## config.mk

```make
export PLATFORM = sky130hd
export DESIGN_NAME = hmb_bridge
export DESIGN_NICKNAME = d
export VERILOG_FILES = /design/src/hmb_pkg.sv /design/src/hmb_bridge.sv
export SDC_FILE = /design/constraint.sdc
export NUM_CORES = 1
export LEC_CHECK = 0
export BUFFER_PORTS_ARGS = -buffer_cell sky130_fd_sc_hd__buf_2
export CORE_MARGIN = 2
export CORE_UTILIZATION = 55
export DETAILED_ROUTE_END_ITERATION = 10
export PLACE_DENSITY = 0.78
export SLEW_MARGIN = 15
export SYNTH_ARGS = -nofsm -noshare
export SYNTH_HDL_FRONTEND = slang
export SYNTH_SLANG_ARGS = --single-unit
```

## constraint.sdc

```tcl
create_clock -name mclk_in -period 3.4 [get_ports mclk_in]
set_input_delay 0.17 -clock mclk_in [delete_from_list [all_inputs] [get_ports mclk_in]]
set_output_delay 0.17 -clock mclk_in [all_outputs]
set_load 0.05 [all_outputs]
```

## src/hmb_pkg.sv

```systemverilog
// Package of constants and types for the host to multiplexed bus bridge
`default_nettype none
package hmb_pkg;
  // ****************************************************************
  // Register offsets (word index on the plain register port)
  // ****************************************************************
  localparam logic [3:0] HMB_REG_MAMOD = 4'h0; // Master address modifier
  localparam logic [3:0] HMB_REG_MPAGE = 4'h1; // Master page, upper 16 bits
  localparam logic [3:0] HMB_REG_MWIN = 4'h2; // Master window base, 8 bits
  localparam logic [3:0] HMB_REG_SBASE = 4'h3; // Slave range base, 16 bits
  localparam logic [3:0] HMB_REG_SMASK = 4'h4; // Slave range mask, 16 bits
  localparam logic [3:0] HMB_REG_SOFS = 4'h5; // Slave A24 offset, 4 bits
  localparam logic [3:0] HMB_REG_BCTL = 4'h6; // board_control_register
  localparam logic [3:0] HMB_REG_STAT = 4'h7; // Status, read clears events
  localparam logic [3:0] HMB_REG_TMO = 4'h8; // Bus timeout period
  // ****************************************************************
  // Board control field positions
  // ****************************************************************
  localparam int HMB_BC_IE_SLV = 0; // Enable slave-done interrupt
  localparam int HMB_BC_IE_EXC = 1; // Enable master exception interrupt
  localparam int HMB_BC_IE_EXT = 2; // Enable expansion bus interrupt
  localparam int HMB_BC_SWAP = 3; // Byte swap option
  localparam int HMB_BC_SYSC = 4; // System controller enable
  localparam int HMB_BC_BDIE = 5; // board_interrupt_enable
  localparam int HMB_BC_W = 6; // Width of control register
  // ****************************************************************
  // Status bit positions
  // ****************************************************************
  localparam int HMB_ST_PERR = 0; // Incoming parity error
  localparam int HMB_ST_TMO = 1; // Master bus timeout
  localparam int HMB_ST_SDONE = 2; // Slave cycle completed
  localparam int HMB_ST_W = 3; // Status width
  // ****************************************************************
  // Reset values and modifier codes
  // ****************************************************************
  localparam logic [5:0] HMB_AM_A16 = 6'h29; // Short I/O modifier
  localparam logic [5:0] HMB_AM_A24 = 6'h39; // Standard data modifier
  localparam logic [5:0] HMB_AM_BLK = 6'h3b; // Standard block modifier
  localparam logic [15:0] HMB_TMO_RST = 16'h00ff; // Timeout reset value
  // ****************************************************************
  // State machine encodings
  // ****************************************************************
  typedef enum logic [1:0] {
    HMB_M_IDLE = 2'b00, // Wait for host request
    HMB_M_ADDR = 2'b01, // Address broadcast
    HMB_M_DATA = 2'b10, // Data phase, wait ack
    HMB_M_DONE = 2'b11 // Release host
  } hmb_mst_e;
  typedef enum logic [1:0] {
    HMB_S_IDLE = 2'b00, // Wait for address strobe
    HMB_S_DEC = 2'b01, // Decode latched address
    HMB_S_HOST = 2'b10, // Host cycle running
    HMB_S_ACK = 2'b11 // Acknowledge on expansion bus
  } hmb_slv_e;
endpackage : hmb_pkg
`default_nettype wire

```

## src/hmb_bridge.sv

```systemverilog
// Bridge between a 16-bit host bus and a 32-bit multiplexed expansion bus
// ****************************************************************
// Overview of operation
// RULE_01 - Drive stored modifier while owning bus
// RULE_02 - Software loads modifier before master transfers
// RULE_03 - Latch broadcast address, hold for access
// RULE_04 - Increment latched slave address per block
// RULE_05 - Present incremented address on host bus
// RULE_06 - Slave decoder raises host request
// RULE_07 - Two 16-bit registers select slave range
// RULE_08 - A24 adds offset to top nibble
// RULE_09 - A16 I/O accesses not remapped
// RULE_10 - Slave machine runs host cycle, transceivers
// RULE_11 - Host address latched despite early end
// RULE_12 - 8-bit window register gives 64 KB match
// RULE_13 - Broadcast low host bits, high page bits
// RULE_14 - Software programs page before master cycles
// RULE_15 - Master machine sequences expansion cycle
// RULE_16 - Parity generated and checked on 32 bits
// RULE_17 - Write data held until slave accepts
// RULE_18 - Inbound data passes through unlatched
// RULE_19 - Optional byte order swap
// RULE_20 - Interrupts gated by control bits
// RULE_21 - System controller enable, programmable timeout
// RULE_22 - OR into board interrupt, gated
// ****************************************************************
//
// Design decisions made here: the address-and-strobe port and the register addresses.
`default_nettype none
module hmb_bridge #(
  parameter int TMO_W = 16 // Width of timeout counter
) (
  input wire logic mclk_in, // 125 MHz clock
  input wire logic reset_in, // Synchronous, active high
  // Register port
  input wire logic [3:0] reg_addr_in, // Register index
  input wire logic [15:0] reg_wdata_in, // Write data
  input wire logic reg_wr_in, // Write strobe
  input wire logic reg_rd_in, // Read strobe
  output var logic [15:0] reg_rdata_out, // Read data, next cycle
  // Host bus as requester (master mode)
  input wire logic [23:0] host_addr_in, // Host address
  input wire logic host_mem_rd_in, // Host memory read, active high
  input wire logic host_mem_wr_in, // Host memory write, active high
  input wire logic [15:0] host_wdata_in, // Host write data
  output var logic host_ready_out, // Host ready, low extends cycle
  output var logic [15:0] host_rdata_out, // Data toward host
  output var logic host_rdata_oe_out, // Drive host data lines
  // Host bus as target (slave mode)
  output var logic [23:0] host_maddr_out, // Address onto host bus
  output var logic host_maddr_oe_out, // Host address drive enable
  output var logic host_mrd_out, // Host read request
  output var logic host_mwr_out, // Host write request
  input wire logic host_mack_in, // Host cycle finished
  input wire logic [15:0] host_mdata_in, // Host read data
  // Expansion bus
  input wire logic [31:0] xb_ad_in, // Multiplexed address/data in
  input wire logic xb_par_in, // Parity in
  output var logic [31:0] xb_ad_out, // Multiplexed address/data out
  output var logic xb_ad_oe_out, // AD drive enable
  output var logic xb_par_out, // Parity out
  output var logic [5:0] xb_am_out, // Address modifier out
  output var logic xb_am_oe_out, // Modifier drive enable
  input wire logic [5:0] xb_am_in, // Address modifier in
  input wire logic xb_as_in, // Address strobe in, active high
  input wire logic xb_ds_in, // Data strobe in
  input wire logic xb_wr_in, // Write, from remote master
  input wire logic xb_blk_in, // Block cycle in progress
  output var logic xb_as_out, // Address strobe out
  output var logic xb_ds_out, // Data strobe out
  output var logic xb_wr_out, // Write out
  input wire logic xb_ack_in, // Remote slave acknowledge
  output var logic xb_ack_out, // Our slave acknowledge
  output var logic xb_breq_out, // Bus request
  input wire logic xb_grant_in, // Grant in daisy chain
  output var logic xb_grant_out, // Grant pass-on
  output var logic xb_busy_out, // Bus owned
  input wire logic xb_irq_in, // Expansion bus interrupt
  output var logic xb_tmo_out, // bus_timeout_unit error
  output var logic board_irq_out // Board interrupt to jumper level
);
  import hmb_pkg::*;

  // ****************************************************************
  // Helpers
  // ****************************************************************
  // Even parity over a word, shared by generator and checker
  function automatic logic par32(input logic [31:0] w);
    par32 = ^w;
  endfunction
  // Optional byte swap within a halfword
  function automatic logic [15:0] swp(input logic [15:0] w, input logic en);
    swp = en ? {w[7:0], w[15:8]} : w;
  endfunction

  // ****************************************************************
  // State
  // ****************************************************************
  typedef struct packed {
    logic [5:0] mam; // Master modifier
    logic [15:0] mpage; // Master page
    logic [7:0] mwin; // Window base
    logic [15:0] sbase; // Slave base
    logic [15:0] smask; // Slave mask
    logic [3:0] sofs; // A24 offset
    logic [HMB_BC_W-1:0] bctl; // Board control
    logic [HMB_ST_W-1:0] stat; // Sticky events
    logic [15:0] tmo; // Timeout period
    logic [15:0] rdata; // Read data
    hmb_mst_e mst; // Master state
    logic [23:0] mlat; // Master address latch
    logic mwr; // Latched direction
    logic [15:0] mdat; // Write data latch
    logic [TMO_W-1:0] tcnt; // Timeout counter
    logic own; // Bus ownership
    hmb_slv_e slv; // Slave state
    logic [31:0] slat; // Slave address latch/counter
    logic [5:0] sam; // Latched modifier
    logic swr; // Slave write
    logic ds_q; // Previous data strobe
    logic ready; // Output copies follow
    logic [15:0] hrd;
    logic hrd_oe;
    logic [23:0] maddr;
    logic maddr_oe;
    logic mrd;
    logic mwro;
    logic [31:0] ad;
    logic ad_oe;
    logic par;
    logic as;
    logic ds;
    logic ack;
    logic breq;
    logic gout;
    logic tmo_o;
    logic irq;
  } hmb_st_s;

  hmb_st_s st_q; // Registered state
  hmb_st_s st_d; // Next state
  logic win_hit; // Master decoder match
  logic host_req; // Slave decoder match
  logic a24; // A24 modifier class
  logic [23:0] smap; // Mapped host address
  logic [15:0] swdata; // Inbound word toward host, optionally swapped

  // ****************************************************************
  // Decoders
  // ****************************************************************
  always_comb begin
    // Window of 64 KB placed by 8-bit base
    win_hit = (host_mem_rd_in | host_mem_wr_in) &&
      (host_addr_in[23:16] == st_q.mwin); // RULE_12
    a24 = (st_q.sam == HMB_AM_A24) || (st_q.sam == HMB_AM_BLK);
    // Range match on upper address bits, masked
    host_req = (a24 || (st_q.sam == HMB_AM_A16)) &&
      (((st_q.slat[31:16] ^ st_q.sbase) & st_q.smask) == 16'h0000); // RULE_06 RULE_07
    // Offset adds to top nibble for A24, I/O passes only its low 10 bits
    if (a24) begin
      smap = {4'(st_q.slat[23:20] + st_q.sofs), st_q.slat[19:0]}; // RULE_08
    end else begin
      smap = {14'h0000, st_q.slat[9:0]}; // RULE_09
    end
    swdata = swp(xb_ad_in[15:0], st_q.bctl[HMB_BC_SWAP]); // RULE_19
  end

  // ****************************************************************
  // Next state
  // ****************************************************************
  always_comb begin
    st_d = st_q;
    st_d.rdata = 16'h0000;
    st_d.ack = 1'b0;
    // Register writes
    if (reg_wr_in) begin
      case (reg_addr_in)
        HMB_REG_MAMOD: st_d.mam = reg_wdata_in[5:0]; // RULE_02
        HMB_REG_MPAGE: st_d.mpage = reg_wdata_in; // RULE_14
        HMB_REG_MWIN: st_d.mwin = reg_wdata_in[7:0];
        HMB_REG_SBASE: st_d.sbase = reg_wdata_in; // RULE_07
        HMB_REG_SMASK: st_d.smask = reg_wdata_in; // RULE_07
        HMB_REG_SOFS: st_d.sofs = reg_wdata_in[3:0];
        HMB_REG_BCTL: st_d.bctl = reg_wdata_in[HMB_BC_W-1:0];
        HMB_REG_TMO: st_d.tmo = reg_wdata_in; // RULE_21
        default: ;
      endcase
    end
    // Register reads; status read clears events
    if (reg_rd_in) begin
      case (reg_addr_in)
        HMB_REG_MAMOD: st_d.rdata = {10'h000, st_q.mam};
        HMB_REG_MPAGE: st_d.rdata = st_q.mpage;
        HMB_REG_MWIN: st_d.rdata = {8'h00, st_q.mwin};
        HMB_REG_SBASE: st_d.rdata = st_q.sbase;
        HMB_REG_SMASK: st_d.rdata = st_q.smask;
        HMB_REG_SOFS: st_d.rdata = {12'h000, st_q.sofs};
        HMB_REG_BCTL: st_d.rdata = {10'h000, st_q.bctl};
        HMB_REG_STAT: begin
          st_d.rdata = {11'h000, st_q.own, st_q.mst == HMB_M_IDLE, st_q.stat};
          st_d.stat = '0;
        end
        HMB_REG_TMO: st_d.rdata = st_q.tmo;
        default: st_d.rdata = 16'h0000; // Unmapped reads zero
      endcase
    end

    // Master state machine
    case (st_q.mst)
      HMB_M_IDLE: begin
        st_d.ready = 1'b1;
        if (win_hit && st_q.slv == HMB_S_IDLE) begin // RULE_15
          st_d.mlat = host_addr_in; // RULE_11
          st_d.mwr = host_mem_wr_in;
          st_d.mdat = swp(host_wdata_in, st_q.bctl[HMB_BC_SWAP]); // RULE_17 RULE_19
          st_d.ready = 1'b0; // Extend host cycle
          st_d.breq = ~st_q.own;
          st_d.tcnt = '0;
          st_d.mst = HMB_M_ADDR;
        end
      end
      HMB_M_ADDR: begin
        if (st_q.own || xb_grant_in) begin
          st_d.own = 1'b1;
          st_d.breq = 1'b0;
          st_d.ad = {st_q.mpage, st_q.mlat[15:0]}; // RULE_13
          st_d.ad_oe = 1'b1;
          st_d.par = par32({st_q.mpage, st_q.mlat[15:0]}); // RULE_16
          st_d.as = 1'b1;
          st_d.mst = HMB_M_DATA;
        end
      end
      HMB_M_DATA: begin
        st_d.ds = 1'b1;
        st_d.ad = {16'h0000, st_q.mdat}; // RULE_17
        st_d.ad_oe = st_q.mwr;
        st_d.par = par32({16'h0000, st_q.mdat});
        st_d.tcnt = TMO_W'(st_q.tcnt + 1'b1);
        if (!st_q.mwr) begin
          st_d.hrd_oe = 1'b1;
        end
        if (xb_ack_in) begin
          if (!st_q.mwr && (par32(xb_ad_in) != xb_par_in)) begin
            st_d.stat[HMB_ST_PERR] = 1'b1; // RULE_16
          end
          st_d.mst = HMB_M_DONE;
        end else if (st_q.bctl[HMB_BC_SYSC] &&
            st_q.tcnt >= TMO_W'(st_q.tmo)) begin // RULE_21
          st_d.tmo_o = 1'b1;
          st_d.stat[HMB_ST_TMO] = 1'b1;
          st_d.mst = HMB_M_DONE;
        end
      end
      HMB_M_DONE: begin
        st_d.as = 1'b0;
        st_d.ds = 1'b0;
        st_d.ad_oe = 1'b0;
        st_d.hrd_oe = 1'b0;
        st_d.tmo_o = 1'b0;
        st_d.ready = 1'b1;
        // Wait for the host to drop its strobe, else one cycle runs twice
        if (!host_mem_rd_in && !host_mem_wr_in) begin
          st_d.mst = HMB_M_IDLE;
        end
      end
      default: st_d.mst = HMB_M_IDLE;
    endcase
    // Release on request is approximated by release on idle grant
    if (st_q.mst == HMB_M_IDLE && xb_grant_in && st_q.own) begin
      st_d.own = 1'b0;
    end
    st_d.gout = xb_grant_in && !st_q.breq && st_q.mst == HMB_M_IDLE;

    // Slave state machine
    case (st_q.slv)
      HMB_S_IDLE: begin
        if (xb_as_in && st_q.mst == HMB_M_IDLE) begin
          st_d.slat = xb_ad_in; // RULE_03
          st_d.sam = xb_am_in;
          st_d.swr = xb_wr_in;
          st_d.slv = HMB_S_DEC;
        end
      end
      HMB_S_DEC: begin
        if (!xb_as_in) begin
          st_d.slv = HMB_S_IDLE;
        end else if (host_req && xb_ds_in) begin // RULE_10
          st_d.maddr = smap; // RULE_03 RULE_05
          st_d.maddr_oe = 1'b1;
          st_d.mrd = ~st_q.swr;
          st_d.mwro = st_q.swr;
          st_d.slv = HMB_S_HOST;
        end
      end
      HMB_S_HOST: begin
        if (host_mack_in) begin
          st_d.mrd = 1'b0;
          st_d.mwro = 1'b0;
          st_d.ack = 1'b1;
          st_d.stat[HMB_ST_SDONE] = 1'b1;
          st_d.ad_oe = ~st_q.swr; // RULE_10
          st_d.slv = HMB_S_ACK;
        end
      end
      HMB_S_ACK: begin
        if (!xb_as_in) begin
          st_d.maddr_oe = 1'b0;
          st_d.ad_oe = 1'b0;
          st_d.slv = HMB_S_IDLE;
        end else if (xb_blk_in && xb_ds_in && !st_q.ds_q) begin
          st_d.slat = st_q.slat + 32'h0000_0002; // RULE_04
          st_d.ad_oe = 1'b0;
          st_d.slv = HMB_S_DEC;
        end
      end
      default: st_d.slv = HMB_S_IDLE;
    endcase
    st_d.ds_q = xb_ds_in;

    // Board interrupt: enabled events ORed, then gated
    st_d.irq = st_q.bctl[HMB_BC_BDIE] && // RULE_22
      ((st_q.bctl[HMB_BC_IE_SLV] && st_q.stat[HMB_ST_SDONE]) ||
       (st_q.bctl[HMB_BC_IE_EXC] && (st_q.stat[HMB_ST_PERR] | st_q.stat[HMB_ST_TMO])) ||
       (st_q.bctl[HMB_BC_IE_EXT] && xb_irq_in)); // RULE_20
  end

  // ****************************************************************
  // State register
  // ****************************************************************
  always_ff @(posedge mclk_in) begin
    if (reset_in) begin
      st_q <= '0;
      st_q.tmo <= HMB_TMO_RST;
      st_q.ready <= 1'b1;
    end else begin
      st_q <= st_d;
    end
  end

  // ****************************************************************
  // Outputs, from flip-flops except host_rdata_out, xb_ad_out and xb_par_out
  // ****************************************************************
  assign reg_rdata_out = st_q.rdata;
  assign host_ready_out = st_q.ready;
  assign host_rdata_out = swdata; // RULE_18
  assign host_rdata_oe_out = st_q.hrd_oe;
  assign host_maddr_out = st_q.maddr;
  assign host_maddr_oe_out = st_q.maddr_oe;
  assign host_mrd_out = st_q.mrd;
  assign host_mwr_out = st_q.mwro;
  assign xb_ad_out = st_q.slv == HMB_S_ACK && !st_q.swr ?
    {16'h0000, host_mdata_in} : st_q.ad;
  assign xb_ad_oe_out = st_q.ad_oe;
  assign xb_par_out = st_q.slv == HMB_S_ACK && !st_q.swr ?
    par32({16'h0000, host_mdata_in}) : st_q.par; // RULE_16
  assign xb_am_out = st_q.mam; // RULE_01
  assign xb_am_oe_out = st_q.own; // RULE_01
  assign xb_as_out = st_q.as;
  assign xb_ds_out = st_q.ds;
  assign xb_wr_out = st_q.mwr;
  assign xb_ack_out = st_q.ack;
  assign xb_breq_out = st_q.breq;
  assign xb_grant_out = st_q.gout;
  assign xb_busy_out = st_q.own;
  assign xb_tmo_out = st_q.tmo_o;
  assign board_irq_out = st_q.irq;
endmodule // hmb_bridge
`default_nettype wire

```

# --- Yosys cells after proc, flatten, opt, wreduce, memory -nomap -nowiden ---
# Cells that the tools add are included.
word_totals:
  inputBits: 129
  regBits: 279
  wordCells: 215
op_classes:
  muxes: 58
  reduce_logical: 73
  eq_ne: 35
  n_lt_le_gt_ge: 1
  addsub: 3
  bitwise_logic: 8
ops:
  columns: ["operator", "n"]
  rows:
  - ["16-bit case mux with 9 select lines", 1]
  - ["32-bit case mux with 2 select lines", 2]
  - ["32-bit XOR reduction", 4]
  - ["32-bit 2-to-1 mux", 2]
  - ["59-bit 2-to-1 mux", 1]
  - ["41-bit 2-to-1 mux", 1]
  - ["35-bit 2-to-1 mux", 1]
  - ["34-bit 2-to-1 mux", 1]
  - ["32-bit by 2-bit adder with 32-bit output (second input constant)", 1]
  - ["16-bit 2-to-1 mux", 2]
  - ["16-bit case mux with 2 select lines", 1]
  - ["2-bit AND reduction", 15]
  - ["24-bit 2-to-1 mux", 1]
  - ["2-bit != test (second input constant)", 11]
  - ["2-bit 2-to-1 mux", 10]
  - ["4-bit AND reduction", 5]
  - ["1-bit logical AND", 19]
  - ["6-bit == test (second input constant)", 3]
  - ["1-bit 2-to-1 mux", 18]
  - ["1-bit case mux with 2 select lines", 9]
  - ["2-bit nonzero test", 9]
  - ["16-bit by 1-bit adder with 16-bit output (second input constant)", 1]
  - ["16-bit AND", 1]
  - ["4-bit by 3-bit == test with 1-bit output (second input constant)", 4]
  - ["25 further kinds", 55]

# --- Longest topological paths before layout ---
depth:
  word_depth: 8
  depth_mapped: 11
  mapped_depth_nobuf: 9

# --- Worst setup path before layout ---
# No wires, ideal clock.
synth_timing:
  path_type: "register to output"
  from: "register (tool-made name)"
  to: "output port xb_par_out"
  path_stages_with_launch: 8
  path_buffers: 4
  slack_ns: 0.973
  t_arrival_ns: 2.257
  path_cell_list: "dfxtp_1 buf_4 and2_1 clkbuf_1 nand2b_1 clkbuf_1 clkbuf_1 o21ai_0"
synth_lines:
  columns: ["item", "line_no", "rtl"]
  rows:
  - ["end, declared", "hmb_bridge.sv:61", "output var logic xb_par_out,"]

# --- Worst setup path after layout ---
layout_timing:
  from: "register st_q[126] (netlist name)"
  to: "output port xb_ad_out[17]"
layout_between:
  elab_chain_cells: 3
layout_rtl:
  columns: ["item", "line_no", "rtl"]
  rows:
  - ["start, declared", "hmb_bridge.sv:140", "hmb_st_s st_q;"]
  - ["start signal, assigned", "hmb_bridge.sv:336", "st_q <= st_d;"]
  - ["2-bit == test", "hmb_bridge.sv:351", "assign xb_ad_out = st_q.slv == HMB_S_ACK && !st_q.swr ?"]
  - ["1-bit logical AND", "hmb_bridge.sv:351", null]
  - ["32-bit 2-to-1 mux", "hmb_bridge.sv:351", null]
  - ["end, declared", "hmb_bridge.sv:59", "output var logic [31:0] xb_ad_out,"]
# No other way between the ends.

==> flow_summary.toml <==
[layout]
drive_gt1_frac = 0.188
final_common_cell = "dfxtp_1"
multi_input_area_um2 = 7570
layout_common_cells = "dfxtp_1, nand2_1, buf_2"
synthToLayoutAreaGrowth_pct = 19.9
fin_util = 0.668
seq_area_um2 = 5430
nNetsFinal = 2071
nFillCells = 2081

[worst_setup_path]
worst_ep_arrival_time_ns = 2.65
crit_fanout = 19
worstPathRequired_ns = 3.23
start_kind = "flip-flop"
crit_path_end_kind = "output pin"
path_class = "flip-flop to output pin"

[grt]
grt_pass1_vias = 12500
grt_pass1_wl_mm = 66.3
grt_max_degree = 76
grt.met3_usage = 0.0528
grt_usage = 0.311
use_met2 = 0.490
top_usage_layer = "met2"
antenna_found_initial = 6
grt-ovfl-total = 0
grt_use_met1 = 0.418

[timing]
setup_viol = 0
tns_ns = 0
fmax_mhz = 354
hold_violations = 0
min_period_ns = 2.82
finClkSkew_ns = 0.0255
worstMarginPinSlew_ns = 1.01
min_period_over_period = 0.831
max-slew-margin-rel = 0.325
slew_violations = 0
grt_setup_unrepaired = "false"
hold_slack_ns = 0.0185

[power_and_ir_drop]
power.density_nw_per_um2 = 445
ir_drop_mv = 0.318
switching_share = 0.244
p_leak_nw = 6.83
p_total_w = 0.00744
comb_power_share = 0.097
switchingPower_w = 0.00181
p_int_w = 0.00563
power_frac_seq = 0.439
clockPowerShare = 0.464

[route]
routed_via_density = 5.86
first_pass_iters = 6
vias = 13300
wl_per_cell_um = 18.5
drcViolationCount = 0
drt_iter0_drc = 1348
antenna_left = 0
routed_wl_mm = 42.2

[synthesis]
synth_area_um2 = 13900
synthesis.nets = 1865
netlist_instances = 1710
yosys-top-cells-area = "dfxtp_1, nand2_1, a21oi_1, xnor2_1, nor2_1"
yosys.cell_types.count = 69
synth.yosys.seq_area_share = 0.389
synth_top_area_frac = 0.389
synth_edf_count = 0
synth_top_cell_by_area = "dfxtp_1"
synthFlopType = "dfxtp_1"
synth-seq-cells = 271
avgSynthCellArea_um2 = 8.16
ys_warn_count = 0
async_flop_share = 0

[cts]
clock_path_buffers = 3
cts_setup_buffers = 0
clock_sinks = 271
clk_pin_slew_worst_paths_ns = 0.06
htree_num_levels = 1
clockRootBuffer = "clkbuf_16"
cts_resized = 0
cts_tree = "done"
cts_buffers = 30
insertion_delay_ns = 0.57

[run_status]
status = "finished, final reports clean"

[die]
die_height_um = 163
core_um2 = 25000
rows = 58
num_io_pins = 240
dieWidth_um = 163
initial_core_util = 0.557
die_area_um2 = 26700

[place]
port_buffers = 239
finalWeightedCongestion = 0.966
dp_hpwl_mm = 29.2

[run]
max-cap-violations = 0

[min_path]
hold_path_class = "primary input to flip-flop"
## worst max-delay path, cell delays in order (launching register included)
cell and delay, ns:
dfxtp_1 0.51, and2_1 0.23, nand2b_1 0.54, buf_4 0.42, and2_1 0.17, buf_2 0.21
## path summary, 6_finish.rpt
kind	slack, ns	start	cells after the start	to
worst max-delay path	0.58	st_q[126]$_SDFFE_PP0P_	5	xb_ad_out[17]
worst min-delay path	0.02	reset_in	2	st_q[28]$_SDFFE_PP0P_
worst max register to register	0.76	st_q[186]$_SDFFE_PP0P_	6	st_q[18]$_SDFFE_PP0P_
worst min register to register	0.45	host_maddr_out[11]$_SDFFE_PP0P_	2	host_maddr_out[11]$_SDFFE_PP0P_
## layout make-up
| class | instances | area share |
|---|---|---|
| Clock inverter | 15 | 0.0135 |
| Timing Repair Buffer | 337 | 0.127 |
| Antenna cell | 6 | 0.000898 |
| Clock buffer | 41 | 0.0497 |
| Multi-Input combinational cell | 1245 | 0.452 |
| Inverter | 31 | 0.00696 |
| Tap cell | 330 | 0.0247 |
| Sequential cell | 271 | 0.324 |
## registers in the layout, indices dropped and copies added (netlist names), 6 cells and up, named ones only
| name | count |
|---|---|
| st_q | 209 |
| host_maddr_out | 24 |
| xb_am_out | 6 |
| reg_rdata_out | 16 |
## layer usage
| metal | routed length (um) | part of all wire |
|---|---|---|
| met5 | 0 | 0 |
| met4 | 1810 | 0.043 |
| met3 | 3610 | 0.086 |
| met2 | 19300 | 0.46 |
| met1 | 17500 | 0.41 |
## metrics by stage
stage               setup slack (ns)  area, um2  std cells
CTS                            0.633      16700       2270
finish                         0.576      16700       2276
global placement               0.979      14900       2137
detailed placement             0.924      14900       2137
global route                   0.454      16700       2276
floorplan                      0.973      13900       1710
## cells in the mapped netlist (4+ instances only)
master	count
clkbuf_1	85
o31ai_1	13
mux2i_1	54
a31oi_1	9
xnor2_1	103
a22oi_1	31
inv_1	31
nand2_1	253
a22o_1	4
nand3b_1	7
nor3_1	32
ha_1	25
dfxtp_1	271
nor4_1	22
nand2b_1	12
nor2b_1	9
o21ai_0	37
nand4_1	11
buf_2	20
o21a_1	4
a32oi_1	4
buf_1	4
xor2_1	31
a221oi_1	12
and4_1	5
a21oi_1	185
o21ai_1	4
nor2_1	190
mux2_2	34
and2_1	23
a222oi_1	12
and3_1	10
buf_4	51
nand3_1	45
a211oi_1	7
a211o_1	7
## power groups by stage
stage               Combinational [W]  Clock, W  Sequential, W
floorplan                    0.000437         0        0.00332
global placement             0.000633         0        0.00334
detailed placement           0.000640         0        0.00334
CTS                          0.000713   0.00347        0.00327
global route                 0.000777   0.00362        0.00327
finish                       0.000722   0.00345        0.00327
## repair_timing
action	4_1_cts	5_1_grt
endpoints found under the hold margin	117	0
hold buffers	77	0
endpoints found under the setup margin	0	0
## cells by family after synthesis
group | count (synthesis) | synth area share
buffers and inverters | 194 | 0.0689
flip-flops | 271 | 0.389
XOR/XNOR | 134 | 0.0841
multiplexers | 91 | 0.0702
AO/OA/AOI/OAI | 352 | 0.156
AND/OR/NAND/NOR | 642 | 0.208
adder cells (fa/ha/maj) | 26 | 0.0239
Power figures use the tool's default switching activity.
